**src/verilog/cfs_pkg.sv**
```systemverilog
package cfs_pkg;

  // ==========================================================
  // Register byte addresses on the APB
  localparam logic [7:0] ADDR_CCR = 8'h00;
  localparam logic [7:0] ADDR_EXT = 8'h04;
  localparam logic [7:0] ADDR_SK = 8'h08;
  localparam logic [7:0] ADDR_MUL = 8'h0c;
  localparam logic [7:0] ADDR_MCAND = 8'h10;
  localparam logic [7:0] ADDR_AM_LO = 8'h14;
  localparam logic [7:0] ADDR_AM_HI = 8'h18;
  localparam logic [7:0] ADDR_MASK = 8'h1c;
  localparam logic [7:0] ADDR_STAT = 8'h20;

  // ==========================================================
  // Condition flags register bit positions
  localparam int CCR_S = 15;
  localparam int CCR_MV = 14;
  localparam int CCR_H = 13;
  localparam int CCR_EV = 12;
  localparam int CCR_N = 11;
  localparam int CCR_Z = 10;
  localparam int CCR_V = 9;
  localparam int CCR_C = 8;
  localparam int CCR_IP_LSB = 5;
  localparam int CCR_SM = 4;
  localparam int CCR_PK_LSB = 0;

  // Extension register field positions
  localparam int EXT_EK_LSB = 12;
  localparam int EXT_XK_LSB = 8;
  localparam int EXT_YK_LSB = 4;
  localparam int EXT_ZK_LSB = 0;

  // Accumulator format positions
  localparam int AM_SIGN = 35;
  localparam int AM_EXT_LSB = 31;

  // ==========================================================
  // Reset values and saturation limits
  localparam logic [15:0] CCR_RST = 16'h80e0;
  localparam logic [15:0] EXT_RST = 16'h0000;
  localparam logic [3:0] SK_RST = 4'h0;
  localparam logic [15:0] SAT_POS = 16'h7fff;
  localparam logic [15:0] SAT_NEG = 16'h8000;

  // ==========================================================
  // Execution operations and access kinds
  typedef enum logic [3:0] {
    OP_NONE = 4'h0,
    OP_ADD = 4'h1,
    OP_SUB = 4'h2,
    OP_BCD = 4'h3,
    OP_ROL = 4'h4,
    OP_ROR = 4'h5,
    OP_MAC = 4'h6,
    OP_STOP = 4'h7,
    OP_TRANSFER_ACC_ROUNDED = 4'h8,
    OP_TRANSFER_ACC_TRUNCATED = 4'h9
  } cfs_op_e;

  typedef enum logic [2:0] {
    K_FETCH = 3'h0,
    K_RVEC = 3'h1,
    K_VEC = 3'h2,
    K_EXT = 3'h3,
    K_X = 3'h4,
    K_Y = 3'h5,
    K_Z = 3'h6,
    K_STK = 3'h7
  } cfs_kind_e;

  typedef enum logic [0:0] {
    ST_IDLE = 1'h0,
    ST_SECOND = 1'h1
  } cfs_bst_e;

  typedef struct packed {
    cfs_op_e op;
    logic byte_op;
    logic [15:0] a;
    logic [15:0] b;
  } cfs_exec_s;

  typedef struct packed {
    logic valid;
    cfs_kind_e kind;
    logic [15:0] offs;
    logic word;
  } cfs_acc_s;

  typedef struct packed {
    logic valid;
    logic prog;
    logic byte_sz;
    logic lane_hi;
    logic [19:0] addr;
  } cfs_bus_s;

endpackage : cfs_pkg

```
**src/verilog/cfs_flags.sv**
```systemverilog
// Operation
// - Stop bit clear halts clock on low-power halt; set makes it a no-op.
// - Accumulate overflow into accumulator bit 35 sets the high overflow flag.
// - BCD add carry out of bit 3 sets the half-carry flag.
// - Overflow into accumulator bit 31 sets the extension overflow flag.
// - Negative flag follows result MSB; zero flag set when result is zero.
// - Two's-complement overflow sets the overflow flag.
// - Carry or borrow sets carry; shifts and rotates chain through carry.
// - Three-bit priority mask, 0 to 7, masks interrupt requests.
// - Saturate mode with overflow makes accumulator transfers return limits.
// - Program bank sits above the program counter for fetch addresses.
// - Upper byte holds stop and flags; lower holds mask, saturate, bank.
// - Six 4-bit bank fields: four in extension register, program, stack.
// - Index and stack banks extend their registers; extended bank tops addresses.
// - Multiplier, multiplicand, 36-bit accumulator and two 8-bit modulo masks.
// - Byte address drives lines 15 to 0, bank drives lines 19 to 16.
// - Fetches and reset vectors are program space; everything else data space.
// - Sixteen banks of 64 Kbytes, chosen by the bank fields.
// - 16-bit fraction: sign bit 15, radix point between bits 15 and 14.
// - 32-bit fraction: sign bit 31, radix point between bits 31 and 30.
// - Accumulator: sign bit 35, extension bits 34 to 31, range -16 to +16.
// - Byte 0 of a word lies at the lower address.
// - Fetches are word aligned; misaligned words become two byte transfers.
//
// The APB register port and the address map are this design's own decisions.
module cfs_flags (
  input wire logic pclk,
  input wire logic presetn,
  input wire logic psel,
  input wire logic penable,
  input wire logic pwrite,
  input wire logic [7:0] paddr,
  input wire logic [31:0] pwdata,
  output logic [31:0] prdata,
  output logic pready,
  output logic pslverr,
  input wire cfs_pkg::cfs_exec_s exec,
  output logic [15:0] result,
  output logic [15:0] xfer_data,
  input wire cfs_pkg::cfs_acc_s acc,
  output cfs_pkg::cfs_bus_s bus,
  output logic acc_busy,
  input wire logic [2:0] irq_level,
  output logic irq_take,
  input wire logic wake,
  output logic clock_stop
);

  logic [15:0] condition_flags_register;
  logic [15:0] ext;
  logic [3:0] sk;
  logic [15:0] mul;
  logic [15:0] mcand;
  logic [35:0] am;
  logic [7:0] x_modulo_mask;
  logic [7:0] y_modulo_mask;
  logic sign_pre;
  cfs_pkg::cfs_bst_e bst;
  logic [19:0] addr2;
  logic wr;
  logic mapped;

  // ==========================================================
  // Helpers
  // Bank field for an access kind
  function automatic logic [3:0] bank_of(input cfs_pkg::cfs_kind_e k,
    input logic [15:0] c, input logic [15:0] e, input logic [3:0] s);
    logic [3:0] b;
    b = 4'h0;
    unique case (k)
      cfs_pkg::K_FETCH, cfs_pkg::K_RVEC: b = c[cfs_pkg::CCR_PK_LSB +: 4];
      cfs_pkg::K_VEC: b = 4'h0;
      cfs_pkg::K_EXT: b = e[cfs_pkg::EXT_EK_LSB +: 4];
      cfs_pkg::K_X: b = e[cfs_pkg::EXT_XK_LSB +: 4];
      cfs_pkg::K_Y: b = e[cfs_pkg::EXT_YK_LSB +: 4];
      cfs_pkg::K_Z: b = e[cfs_pkg::EXT_ZK_LSB +: 4];
      cfs_pkg::K_STK: b = s;
    endcase
    return b;
  endfunction : bank_of

  // Register address decode
  function automatic logic is_mapped(input logic [7:0] a);
    return a == cfs_pkg::ADDR_CCR || a == cfs_pkg::ADDR_EXT
      || a == cfs_pkg::ADDR_SK || a == cfs_pkg::ADDR_MUL
      || a == cfs_pkg::ADDR_MCAND || a == cfs_pkg::ADDR_AM_LO
      || a == cfs_pkg::ADDR_AM_HI || a == cfs_pkg::ADDR_MASK
      || a == cfs_pkg::ADDR_STAT;
  endfunction : is_mapped

  assign mapped = is_mapped(paddr);
  assign wr = psel && penable && pready && pwrite && !pslverr;

  // ==========================================================
  // Arithmetic and flag generation
  logic [15:0] aa;
  logic [15:0] bb;
  logic [16:0] s;
  logic [15:0] r;
  logic co;
  logic vo;
  logic hc;
  logic arith;
  logic [4:0] lo5;
  logic [8:0] bcd;
  logic [31:0] prod;
  logic [35:0] addend;
  logic [35:0] am_sum;
  logic ovf35;
  logic ovf31;
  logic sat;

  // Byte operations run in the upper half so flags come from bit 15
  always_comb
  begin
    aa = exec.byte_op ? {exec.a[7:0], 8'h00} : exec.a;
    bb = exec.byte_op ? {exec.b[7:0], 8'h00} : exec.b;
    s = 17'h0;
    r = 16'h0;
    co = 1'b0;
    vo = 1'b0;
    hc = 1'b0;
    lo5 = {1'b0, exec.a[3:0]} + {1'b0, exec.b[3:0]};
    bcd = {1'b0, exec.a[7:0]} + {1'b0, exec.b[7:0]};
    arith = 1'b1;
    unique case (exec.op)
      cfs_pkg::OP_ADD:
      begin
        s = {1'b0, aa} + {1'b0, bb};
        r = s[15:0];
        co = s[16];
        vo = (aa[15] == bb[15]) && (s[15] != aa[15]);
      end
      cfs_pkg::OP_SUB:
      begin
        s = {1'b0, aa} - {1'b0, bb};
        r = s[15:0];
        co = s[16];
        vo = (aa[15] != bb[15]) && (s[15] != aa[15]);
      end
      cfs_pkg::OP_BCD:
      begin
        hc = lo5[4];
        if (hc || bcd[3:0] > 4'h9)
          bcd = bcd + 9'h006;
        if (bcd[8] || exec.a[7:0] + exec.b[7:0] > 9'h099)
          bcd = bcd + 9'h060;
        co = bcd[8] || ({1'b0, exec.a[7:0]} + {1'b0, exec.b[7:0]} > 9'h099);
        r = {bcd[7:0], 8'h00};
      end
      cfs_pkg::OP_ROL:
      begin
        r = {aa[14:0], 1'b0}
          | (exec.byte_op ? {7'h0, condition_flags_register[cfs_pkg::CCR_C], 8'h00}
                          : {15'h0, condition_flags_register[cfs_pkg::CCR_C]});
        co = aa[15];
        vo = r[15] ^ co;
      end
      cfs_pkg::OP_ROR:
      begin
        r = {condition_flags_register[cfs_pkg::CCR_C], aa[15:1]}
          & (exec.byte_op ? 16'hff00 : 16'hffff);
        co = exec.byte_op ? aa[8] : aa[0];
        vo = r[15] ^ co;
      end
      default:
        arith = 1'b0;
    endcase
  end

  // Fractional product, sign-extended into the accumulator format
  always_comb
  begin
    prod = 32'($signed(mul) * $signed(mcand));
    addend = {{4{prod[30]}}, prod[30:0], 1'b0};
    am_sum = am + addend;
    ovf35 = (am[cfs_pkg::AM_SIGN] == addend[cfs_pkg::AM_SIGN])
      && (am_sum[cfs_pkg::AM_SIGN] != am[cfs_pkg::AM_SIGN]);
    ovf31 = !(&am_sum[35:31] || ~|am_sum[35:31]);
    sat = condition_flags_register[cfs_pkg::CCR_SM] && (condition_flags_register[cfs_pkg::CCR_EV] || condition_flags_register[cfs_pkg::CCR_MV]);
  end

  // ==========================================================
  // Condition flags register
  always_ff @(posedge pclk or negedge presetn)
  begin
    if (!presetn)
      condition_flags_register <= cfs_pkg::CCR_RST;
    else
    begin
      if (wr && paddr == cfs_pkg::ADDR_CCR)
        condition_flags_register <= pwdata[15:0];
      if (arith)
      begin
        condition_flags_register[cfs_pkg::CCR_N] <= r[15];
        condition_flags_register[cfs_pkg::CCR_Z] <= (r == 16'h0);
        condition_flags_register[cfs_pkg::CCR_V] <= vo;
        condition_flags_register[cfs_pkg::CCR_C] <= co;
        if (exec.op == cfs_pkg::OP_BCD)
          condition_flags_register[cfs_pkg::CCR_H] <= hc;
      end
      // Overflow flags stay set; a set beats a software clear
      if (exec.op == cfs_pkg::OP_MAC && ovf35)
        condition_flags_register[cfs_pkg::CCR_MV] <= 1'b1;
      if (exec.op == cfs_pkg::OP_MAC && ovf31)
        condition_flags_register[cfs_pkg::CCR_EV] <= 1'b1;
    end
  end

  // Extension fields and stack bank
  always_ff @(posedge pclk or negedge presetn)
  begin
    if (!presetn)
    begin
      ext <= cfs_pkg::EXT_RST;
      sk <= cfs_pkg::SK_RST;
    end
    else
    begin
      if (wr && paddr == cfs_pkg::ADDR_EXT)
        ext <= pwdata[15:0];
      if (wr && paddr == cfs_pkg::ADDR_SK)
        sk <= pwdata[3:0];
    end
  end

  // Multiply-accumulate register set
  always_ff @(posedge pclk or negedge presetn)
  begin
    if (!presetn)
    begin
      mul <= 16'h0;
      mcand <= 16'h0;
      am <= 36'h0;
      x_modulo_mask <= 8'h0;
      y_modulo_mask <= 8'h0;
      sign_pre <= 1'b0;
    end
    else
    begin
      if (wr && paddr == cfs_pkg::ADDR_MUL)
        mul <= pwdata[15:0];
      if (wr && paddr == cfs_pkg::ADDR_MCAND)
        mcand <= pwdata[15:0];
      if (wr && paddr == cfs_pkg::ADDR_AM_LO)
        am[31:0] <= pwdata;
      if (wr && paddr == cfs_pkg::ADDR_AM_HI)
        am[35:32] <= pwdata[3:0];
      if (wr && paddr == cfs_pkg::ADDR_MASK)
      begin
        x_modulo_mask <= pwdata[15:8];
        y_modulo_mask <= pwdata[7:0];
      end
      if (exec.op == cfs_pkg::OP_MAC)
      begin
        am <= am_sum;
        if (ovf35 || ovf31)
          sign_pre <= am[cfs_pkg::AM_SIGN];
      end
    end
  end

  // Results and accumulator transfers
  always_ff @(posedge pclk or negedge presetn)
  begin
    if (!presetn)
    begin
      result <= 16'h0;
      xfer_data <= 16'h0;
    end
    else
    begin
      if (arith)
        result <= exec.byte_op ? {8'h00, r[15:8]} : r;
      if (exec.op == cfs_pkg::OP_TRANSFER_ACC_ROUNDED || exec.op == cfs_pkg::OP_TRANSFER_ACC_TRUNCATED)
      begin
        if (sat)
          xfer_data <= sign_pre ? cfs_pkg::SAT_NEG : cfs_pkg::SAT_POS;
        else if (exec.op == cfs_pkg::OP_TRANSFER_ACC_ROUNDED)
          xfer_data <= am[31:16] + {15'h0, am[15]};
        else
          xfer_data <= am[31:16];
      end
    end
  end

  // ==========================================================
  // Low-power halt and interrupt masking
  always_ff @(posedge pclk or negedge presetn)
  begin
    if (!presetn)
      clock_stop <= 1'b0;
    else if (exec.op == cfs_pkg::OP_STOP && !condition_flags_register[cfs_pkg::CCR_S])
      clock_stop <= 1'b1;
    else if (wake)
      clock_stop <= 1'b0;
  end

  always_ff @(posedge pclk or negedge presetn)
  begin
    if (!presetn)
      irq_take <= 1'b0;
    else
      irq_take <= irq_level > condition_flags_register[cfs_pkg::CCR_IP_LSB +: 3];
  end

  // ==========================================================
  // Address formation and misaligned split
  always_ff @(posedge pclk or negedge presetn)
  begin
    if (!presetn)
    begin
      bst <= cfs_pkg::ST_IDLE;
      bus <= '0;
      addr2 <= 20'h0;
      acc_busy <= 1'b0;
    end
    else
    begin
      unique case (bst)
        cfs_pkg::ST_IDLE:
        begin
          bus.valid <= acc.valid;
          bus.prog <= acc.kind == cfs_pkg::K_FETCH
            || acc.kind == cfs_pkg::K_RVEC;
          bus.lane_hi <= acc.word || !acc.offs[0];
          bus.byte_sz <= !acc.word;
          bus.addr <= {bank_of(acc.kind, condition_flags_register, ext, sk), acc.offs};
          if (acc.kind == cfs_pkg::K_FETCH)
          begin
            bus.byte_sz <= 1'b0;
            bus.lane_hi <= 1'b1;
            bus.addr <= {condition_flags_register[cfs_pkg::CCR_PK_LSB +: 4], acc.offs[15:1], 1'b0};
          end
          else if (acc.valid && acc.word && acc.offs[0])
          begin
            bus.byte_sz <= 1'b1;
            addr2 <= {bank_of(acc.kind, condition_flags_register, ext, sk), acc.offs} + 20'h1;
            bst <= cfs_pkg::ST_SECOND;
            acc_busy <= 1'b1;
          end
        end
        cfs_pkg::ST_SECOND:
        begin
          bus.valid <= 1'b1;
          bus.byte_sz <= 1'b1;
          bus.lane_hi <= 1'b0;
          bus.addr <= addr2;
          bst <= cfs_pkg::ST_IDLE;
          acc_busy <= 1'b0;
        end
      endcase
    end
  end

  // ==========================================================
  // APB slave, zero wait states
  always_ff @(posedge pclk or negedge presetn)
  begin
    if (!presetn)
    begin
      prdata <= 32'h0;
      pready <= 1'b0;
      pslverr <= 1'b0;
    end
    else
    begin
      pready <= psel && !penable;
      pslverr <= psel && !penable && (!mapped || paddr[1:0] != 2'h0);
      prdata <= 32'h0;
      if (psel && !penable && !pwrite)
      begin
        unique case (paddr)
          cfs_pkg::ADDR_CCR: prdata <= {16'h0, condition_flags_register};
          cfs_pkg::ADDR_EXT: prdata <= {16'h0, ext};
          cfs_pkg::ADDR_SK: prdata <= {28'h0, sk};
          cfs_pkg::ADDR_MUL: prdata <= {16'h0, mul};
          cfs_pkg::ADDR_MCAND: prdata <= {16'h0, mcand};
          cfs_pkg::ADDR_AM_LO: prdata <= am[31:0];
          cfs_pkg::ADDR_AM_HI: prdata <= {28'h0, am[35:32]};
          cfs_pkg::ADDR_MASK: prdata <= {16'h0, x_modulo_mask, y_modulo_mask};
          cfs_pkg::ADDR_STAT: prdata <= {29'h0, acc_busy, sign_pre, clock_stop};
          default: prdata <= 32'h0;
        endcase
      end
    end
  end
endmodule : cfs_flags

```
**config.mk**
```make
export PLATFORM = sky130hd
export DESIGN_NAME = cfs_flags
export DESIGN_NICKNAME = d
export VERILOG_FILES = /design/src/verilog/cfs_pkg.sv /design/src/verilog/cfs_flags.sv
export SDC_FILE = /design/constraint.sdc
export NUM_CORES = 1
export LEC_CHECK = 0
export ABC_AREA = 0
export ABC_CLOCK_PERIOD_IN_PS = 24100
export BUFFER_PORTS_ARGS = -buffer_cell sky130_fd_sc_hd__buf_4
export CELL_PAD_IN_SITES_DETAIL_PLACEMENT = 1
export CELL_PAD_IN_SITES_GLOBAL_PLACEMENT = 2
export CORE_ASPECT_RATIO = 1.25
export CORE_UTILIZATION = 30
export CTS_CLUSTER_DIAMETER = 80
export DETAILED_ROUTE_END_ITERATION = 8
export PLACE_DENSITY = 0.64
export SYNTH_ARGS = -nofsm -noshare
export SYNTH_HDL_FRONTEND = slang
export SYNTH_SLANG_ARGS = --single-unit
```
**constraint.sdc**
```tcl
create_clock -name pclk -period 24.1 [get_ports pclk]
set_input_delay 3.615 -clock pclk [delete_from_list [all_inputs] [get_ports pclk]]
set_output_delay 3.615 -clock pclk [all_outputs]
set_load 0.02 [all_outputs]
```
# == Yosys cells after proc, flatten, opt, wreduce, memory -nomap -nowiden ==
# Cells that the tools add are included.
# Widths: inputs -> output; s select.
# word_totals
output_inout_bits,93
input_bits,107
wordCells,193
register_bits,235
# op_classes
n_lt_le_gt_ge,3
muxes,45
n_addsub,9
n_eq_ne,32
n_bitwise,6
mul,1
reduce_logical,68
# ops
operator,n
$pmux 32 s9,1
$mux 16,6
$pmux 16 s5,1
$mux 32,2
$mux 9,5
$pmux 22 s2,1
$add 36x36->36,1
$mux 36,1
$eq 8x5->1 const B,4
$mul 16x16->31,1
$pmux 4 s7,1
$logic_and 1x1->1,24
$mux 21,1
$add 20x1->20 const B,1
$mux 4,5
$logic_or 1x1->1,18
$add 16x16->17,1
$sub 16x16->17,1
$add 16x1->16,1
$and 16x16->16,1
$eq 4x3->1 const B,4
$eq 8x4->1 const B,2
$logic_not 16->1,1
$or 16x9->16,1
other kinds (35),79

# == Logic depth before layout (Yosys ltp) ==
# Gate-level depths: netlist of the first run.
# logic_depth
depth_word,12
ltp_mapped,38
ltp_nobuf,36

# == Worst setup path before layout of the first run ==
# OpenSTA, ideal clock, no wires.
# synth_path
path_type,reg-to-reg
start,reg mcand[9]
end,reg sign_pre
n_path_buf,3
setup_slack_ps,15540
arrival_ps,8435
required_ps,23974
period_less_slack_ps,8560
setup_time_ps,126
stages_incl_launch_ff,34
cell_sequence,dfrtp_1 > clkbuf_1 > clkbuf_1 > nand2_1 > fa_1 > inv_1 > fa_1 > fa_1 > fa_1 > fa_1 > inv_1 > fa_1 > inv_1 > ha_1 > a21o_1 > a211o_1 > o311a_1 > o211ai_1 > nand2_1 > a2111oi_0 > nor2_1 > ha_1 > clkbuf_1 > nand2_1 > nor2_1 > and3_1 > a21bo_1 > a211oi_2 > or4_1 > o311ai_1 > or4_1 > mux2i_1 > a21oi_1 > mux2i_1
# synth_via
elab_chain_len,8
# synth_lines
item,line_no,source
start: declaration,cfs_flags.sv:53,logic [15:0] mcand;
start signal: assignment,cfs_flags.sv:244,mcand <= pwdata[15:0];
$mul 16x16->31 *,cfs_flags.sv:174,prod = 32'($signed(mul) * $signed(mcand));
$add 36x36->36,cfs_flags.sv:176,am_sum = am + addend;
$reduce_or 5->1,cfs_flags.sv:179,ovf31 = !(&am_sum[35:31] || ~|am_sum[35:31]);
$logic_not 1->1,cfs_flags.sv:179,
$logic_or 1x1->1,cfs_flags.sv:179,
$logic_not 1->1,cfs_flags.sv:179,
$logic_or 1x1->1 *,cfs_flags.sv:257,if (ovf35 || ovf31)
$reduce_and 2->1 (no source line) *,-,
end signal: assignment,cfs_flags.sv:258,sign_pre <= am[cfs_pkg::AM_SIGN];
end: declaration,cfs_flags.sv:57,logic sign_pre;
# Mark *: on every way between the ends. The rest lies on a longest branch, timed or not.
# A chain may end at the register's enable or synchronous reset.

# == Worst setup path after layout of the first run ==
# layout_path
start,reg mul[4]
end,reg sign_pre
# layout_via
elab_chain_len,8
# layout_lines
item,line_no,source
start: declaration,cfs_flags.sv:52,logic [15:0] mul;
start signal: assignment,cfs_flags.sv:242,mul <= pwdata[15:0];
$mul 16x16->31 *,cfs_flags.sv:174,
$add 36x36->36,cfs_flags.sv:176,
$reduce_or 5->1,cfs_flags.sv:179,
$logic_not 1->1,cfs_flags.sv:179,
$logic_or 1x1->1,cfs_flags.sv:179,
$logic_not 1->1,cfs_flags.sv:179,
$logic_or 1x1->1 *,cfs_flags.sv:257,
$reduce_and 2->1 (no source line) *,-,
# Marked as above.

==> impl_metrics.ini, run 1 <==
[power]
internal-power_uw = 885.8
vdd_ir_drop_max_mv = 0.05334
p_leak_uw = 0.01354
seqPwrFrac_pct = 35.8
switching_share_pct = 34.28
power_density_nw_per_um2 = 47.50
power_frac_clock_pct = 39.5
switchingPower_uw = 462.0
power_frac_comb_pct = 24.7

[clocking]
ctsHoldBuffers = 0
cts_resized = 0
clkLatencyLatePin_ns = 0.57
cts_setup_buffers = 0
root_buffer = clkbuf_16
clock-sinks = 235
path_clk_slew_ns = 0.06
cts_tree = done
cts_made_buffers = 34
ctsHtreeMaxLevel = 2
clockBufferDepth = 3

[placement]
gp_congestion = 0.8650
dpl-instance-area_sq_um = 27200
port_buffers = 199
dp_hpwl_mm = 73.14
dp.cells = 3812

[die]
pin_count = 200
rows = 117
die-area_sq_um = 83190
die_w_um = 258.2
core_area_sq_um = 81390
die_height_um = 322.2
start_util_pct = 30.24

[grt]
grt_usage_pct = 22.54
met2_usage_pct = 41.02
gr-usage-met1_pct = 27.30
top_usage_layer = met2
grt_pass1_vias = 22540
grt_max_degree = 169
grt_use_met3_pct = 3.245
grt_pass1_wl_mm = 142.1
grt-ovfl-total = 0
antenna_found_initial = 11

[critical_path]
max_stage_delay_ns = 0.64
r2r_slack_ns = 14.31
slowest_stage = dfrtp_1
r2r_start = mul[4]$_DFFE_PN0P_
r2r-end = sign_pre$_DFFE_PN0P_
critPathMostFrequentCell = fa_1
critPathLaunch = mul[4]$_DFFE_PN0P_
cp_max_fo = 18
arrival_ns = 10.28
worst-r2r-cell-count = 32
cp-end-kind = flop
worstPathRequired_ns = 24.59
cp-start-kind = flop
path_class = flop to flop
critPathCapture = sign_pre$_DFFE_PN0P_

[timing]
setup_viol = 0
max_freq_ghz = 0.1021
maxSlewHeadroom_pct = 17.42
worst_pin_slew_ns = 1.234
timing.final.crit_share_pct = 40.62
layout_min_cycle_time_ns = 9.790
report.final.slew_viol_count = 0
clock_skew_ns = 0.02281
hold_viol_final = 0
rsz0062_at_grt = no
fin_setup_tns_ns = 0

[route]
num_vias = 20120
antenna_left = 0
routed_wl_mm = 92.51
drc_errors = 0
first_pass_iters = 6
wl_per_cell_um = 23.86
avgViaCountPerCell = 5.189
drtIter0Drc = 878

[logic_synthesis]
syn-num-nets = 3175
syn_avg_cell_area_sq_um = 9.308
synth_seq_area_share_pct = 23.92
ys_top_cells_by_count = inv_1 (391), fa_1 (260), nand2_1 (238)
synth_top_area_share_pct = 23.49
synthFlopType = dfrtp_1
async_reset_ff_share_pct = 100.0
synth-seq-cells = 235
ys_top_cells_by_area = dfrtp_1 (23%), fa_1 (21%), ha_1 (8.3%), inv_1 (6.0%), mux2_2 (4.7%)
synth_area_leader_cell = dfrtp_1
yosysWarnings = 0
syn_inst = 2644
yosys.cell_types.count = 78
synth_edf_count = 0
synth_area_sq_um = 24610
synth.most_common_cell = inv_1

[run_status]
status = completed

[finish]
drive_above_1_share_pct = 14.73
finalNonFillerCells = 3877
fin_area_sq_um = 28380
nets = 3308
syn2layout_area_growth_pct = 15.31

[run]
cap_violations = 0

[min_path]
hp-class = flop to flop
==> worst min path at each step <==
stage,startpoint,to,slack [ns],cells past startpoint
after floorplan,addr2[0]$_DFFE_PN0P_,bus[0]$_DFF_PN0_,0.44,2
after global placement,xfer_data[6]$_DFFE_PN0P_,xfer_data[6]$_DFFE_PN0P_,0.47,1
after detailed placement,xfer_data[11]$_DFFE_PN0P_,xfer_data[11]$_DFFE_PN0P_,0.47,1
after CTS,addr2[0]$_DFFE_PN0P_,bus[0]$_DFF_PN0_,0.49,2
after global routing,xfer_data[7]$_DFFE_PN0P_,xfer_data[7]$_DFFE_PN0P_,0.50,1
final,xfer_data[7]$_DFFE_PN0P_,xfer_data[7]$_DFFE_PN0P_,0.48,1
==> power by group through the flow <==
| stage | logic [uW] | clock network, uW | registers (uW) |
|---|---|---|---|
| 5_1_grt | 367 | 557 | 488 |
| 2_1_floorplan | 189 | 0 | 486 |
| 6_report | 333 | 532 | 483 |
| 3_3_place_gp | 328 | 0 | 489 |
| 3_5_place_dp | 334 | 0 | 489 |
| 4_1_cts | 336 | 546 | 483 |
==> critical path, delay by kind of cell (launching register included) <==
family / cells / cell delay [ns]
compound gates: 13 / 3.38
xor+xnor: 1 / 0.32
fa+ha+maj: 8 / 3.80
buf+inv: 4 / 0.23
flops: 1 / 0.64
mux: 2 / 0.38
simple gates: 4 / 0.98
==> routing by layer <==
layer | wire length, um | vias up
met5 | 73 | -
met4 | 2641 | 10
met3 | 3473 | 121
met2 | 48300 | 368
met1 | 38020 | 10520
li1 | - | 9098
==> per-stage QoR <==
step	setup slack (ns)	power [uW]	hold slack [ns]	utilization (%)
after floorplan	15.54	675.8	0.4422	-
after global placement	14.48	816.7	0.4674	33.42
after detailed placement	14.28	823.3	0.4681	33.42
after CTS	14.26	1365	0.4870	34.86
after global routing	13.52	1412	0.5035	34.87
final	14.31	1348	0.4789	34.87
==> area by class of cell <==
class | instances | area, sq um
timing repair buffer | 221 | 1679
sequential | 235 | 5886
multi-input combinational | 1893 | 16820
fill | 9494 | 53010
clock buffer | 48 | 1005
clock inverter | 14 | 165.2
inverter | 392 | 1471
tap | 1071 | 1340
antenna | 3 | 7.507
==> registers in the layout, indices dropped and copies added (netlist names), 16 cells and up <==
register / flops
am: 36
prdata: 32
bus: 24
addr2: 20
condition_flags_register: 16
ext: 16
mcand: 16
mul: 16
result: 16
xfer_data: 16
==> logic make-up after synthesis <==
group	count (synthesis)	share of synthesized area (%)
buf+inv	516	7.906
fa+ha+maj	424	29.49
xor+xnor	105	3.793
mux	157	6.904
compound gates	539	14.74
simple gates	668	13.25
flops	235	23.92
==> layout by cell type, fill, tap and decap left out, types with 11 or more instances in the layout <==
| master | netlist | final |
|---|---|---|
| xnor2_1 | 69 | 69 |
| nor2_1 | 117 | 113 |
| nand4_1 | 12 | 12 |
| a22oi_1 | 53 | 53 |
| nand2_1 | 238 | 238 |
| a21oi_1 | 116 | 116 |
| mux2_2 | 102 | 102 |
| or3_1 | 15 | 15 |
| o31ai_1 | 11 | 11 |
| a21o_1 | 49 | 49 |
| and2_1 | 133 | 133 |
| nor3_1 | 25 | 21 |
| a31oi_1 | 23 | 23 |
| a221o_1 | 13 | 13 |
| a211oi_1 | 29 | 29 |
| o21bai_1 | 14 | 14 |
| fa_1 | 260 | 260 |
| xor2_1 | 35 | 35 |
| and3_1 | 19 | 19 |
| o21ai_0 | 111 | 111 |
| buf_4 | 0 | 219 |
| dfrtp_1 | 231 | 231 |
| ha_1 | 164 | 164 |
| nor2b_1 | 27 | 27 |
| nand3_1 | 30 | 30 |
| nand2b_1 | 20 | 20 |
| a222oi_1 | 11 | 11 |
| a22o_1 | 11 | 11 |
| mux2i_1 | 55 | 55 |
| clkbuf_16 | 0 | 35 |
| inv_1 | 391 | 391 |
Note: power is estimated with default switching activity, not from simulation.
==> inputs of run 2 (changes only) <==
- ABC_CLOCK_PERIOD_IN_PS: 24100 -> 8500
- PLACE_DENSITY: 0.64 -> 0.67
- clock period: 24.1 -> 8.5 ns (I/O delays scaled with it)
==> run 2 against run 1 <==
Clock skew rose by 0.014 ns; sequential cell count did not move; sequential share of layout area fell by 1.6 points; cell count rose by 6.5%; non-clock buffer count rose by 263; combinational power rose to 3.5 times the previous value; the flow now finishes with violations (negative setup slack); highest routed layer unchanged.
==> impl_metrics.ini, run 2 (synthesized netlist as in run 1, its figures left out) <==
[timing]
rsz0062_at_grt = yes
setup_viol = 2
timing.final.crit_share_pct = 101.8
layout_min_cycle_time_ns = 8.653
worst_pin_slew_ns = 1.161
clock_skew_ns = 0.03676
max_freq_ghz = 0.1156
hold_viol_final = 0
setup_ws_ns = -0.1531
report.final.slew_viol_count = 0
maxSlewHeadroom_pct = 22.58

[finish]
final_common_cell = buf_4
fin_area_sq_um = 30850
largest_register_ffs = 36
finalNonFillerCells = 4130
fin_util_pct = 37.91
nets = 3567
syn2layout_area_growth_pct = 25.37
regMostFlops = am
drive_above_1_share_pct = 25.60
reg.largest.list = am: 36 flops, prdata: 32 flops, bus: 24 flops
final_cell_mix = buf_4 (465), inv_1 (379), fa_1 (250), nand2_1 (232), dfrtp_1 (218)

[power]
power_density_nw_per_um2 = 123.9
vdd_ir_drop_max_mv = 0.1526
power_uw = 3824
p_leak_uw = 0.01486

[clocking]
ctsHtreeMaxLevel = 1
ctsHoldBuffers = 0
cts_tree = done
clockBufferDepth = 3
clkLatencyLatePin_ns = 0.61
root_buffer = clkbuf_16
path_clk_slew_ns = 0.06
cts_made_buffers = 30
clock-sinks = 235

[grt]
grt_pass1_vias = 23500
grt_max_degree = 97
antenna_found_initial = 10
grt_pass1_wl_mm = 143.4
grt_usage_pct = 22.55
grt-ovfl-total = 0

[critical_path]
path_class = flop to flop
cp_num_buf_inv = 7
slowest_stage = fa_1
arrival_ns = 9.14
crit_family = adder cells
cp-start-kind = flop
critPathMostFrequentCell = fa_1
cp-end-kind = flop
cp_max_fo = 4
worstPathRequired_ns = 8.99
max_stage_delay_ns = 0.55

[die]
start_util_pct = 30.24
die_w_um = 258.2
core_area_sq_um = 81390
die-area_sq_um = 83190
rows = 117
die_height_um = 322.2
pin_count = 200

[placement]
dp.cells = 4044
dp_slack_ns = -0.7101
dp_hpwl_mm = 75.04
gp_congestion = 0.8921
port_buffers = 199
dpl-instance-area_sq_um = 28950

[min_path]
hp-class = flop to flop

[run]
cap_violations = 0

[route]
antenna_left = 0
avgViaCountPerCell = 5.093
drc_errors = 0
wl_per_cell_um = 22.49
first_pass_iters = 5
num_vias = 21030
drtIter0Drc = 841
routed_wl_mm = 92.90

[run_status]
status = finished with violations
failed_checks = negative setup slack
run 2: layout make-up:
class,count,area (sq um)
Clock buffer,40,838.3
Multi-Input combinational cell,1893,17400
Antenna cell,1,2.502
Sequential cell,235,5902
Inverter,392,1474
Clock inverter,14,155.1
Timing Repair Buffer,484,3744
Fill cell,9449,50540
Tap cell,1071,1340
run 2: final timing paths:
path,startpoint,endpoint,slack (ns),cells past startpoint
min reg2reg,xfer_data[6]$_DFFE_PN0P_,xfer_data[6]$_DFFE_PN0P_,0.48,1
max reg2reg,mcand[5]$_DFFE_PN0P_,sign_pre$_DFFE_PN0P_,-0.15,33
min,xfer_data[6]$_DFFE_PN0P_,xfer_data[6]$_DFFE_PN0P_,0.48,1
max,mcand[5]$_DFFE_PN0P_,sign_pre$_DFFE_PN0P_,-0.15,33
min in group asynchronous,presetn,xfer_data[6]$_DFFE_PN0P_,0.69,1
max in group asynchronous,presetn,mul[9]$_DFFE_PN0P_,6.11,2
run 2: repair_timing:
item,4_1_cts,5_1_grt
setup buffers,28,4
endpoints found under the setup margin,8,8
pin swaps,84,36
resized for setup,120,41
run 2: power by group:
group          total (uW)  switching (uW)  internal (uW)
clock                1310             551            755
combinational        1150             627            522
sequential           1370             138           1230
total                3820            1320           2510
run 2: per-stage QoR:
step / hold slack, ns / setup TNS (ns)
2_1_floorplan: 0.4422 / 0
3_5_place_dp: 0.4680 / -2.570
3_3_place_gp: 0.4686 / -1.815
5_1_grt: 0.5156 / -1.225
4_1_cts: 0.4846 / -0.1715
6_report: 0.4786 / -0.2538
run 2: layer usage:
metal	vias up	wire length, um	GRT usage, %
met5	-	58	0
met4	8	2507	6.312
met3	115	3767	2.719
met2	407	48200	41.21
met1	10900	38360	27.63
li1	9608	-	-
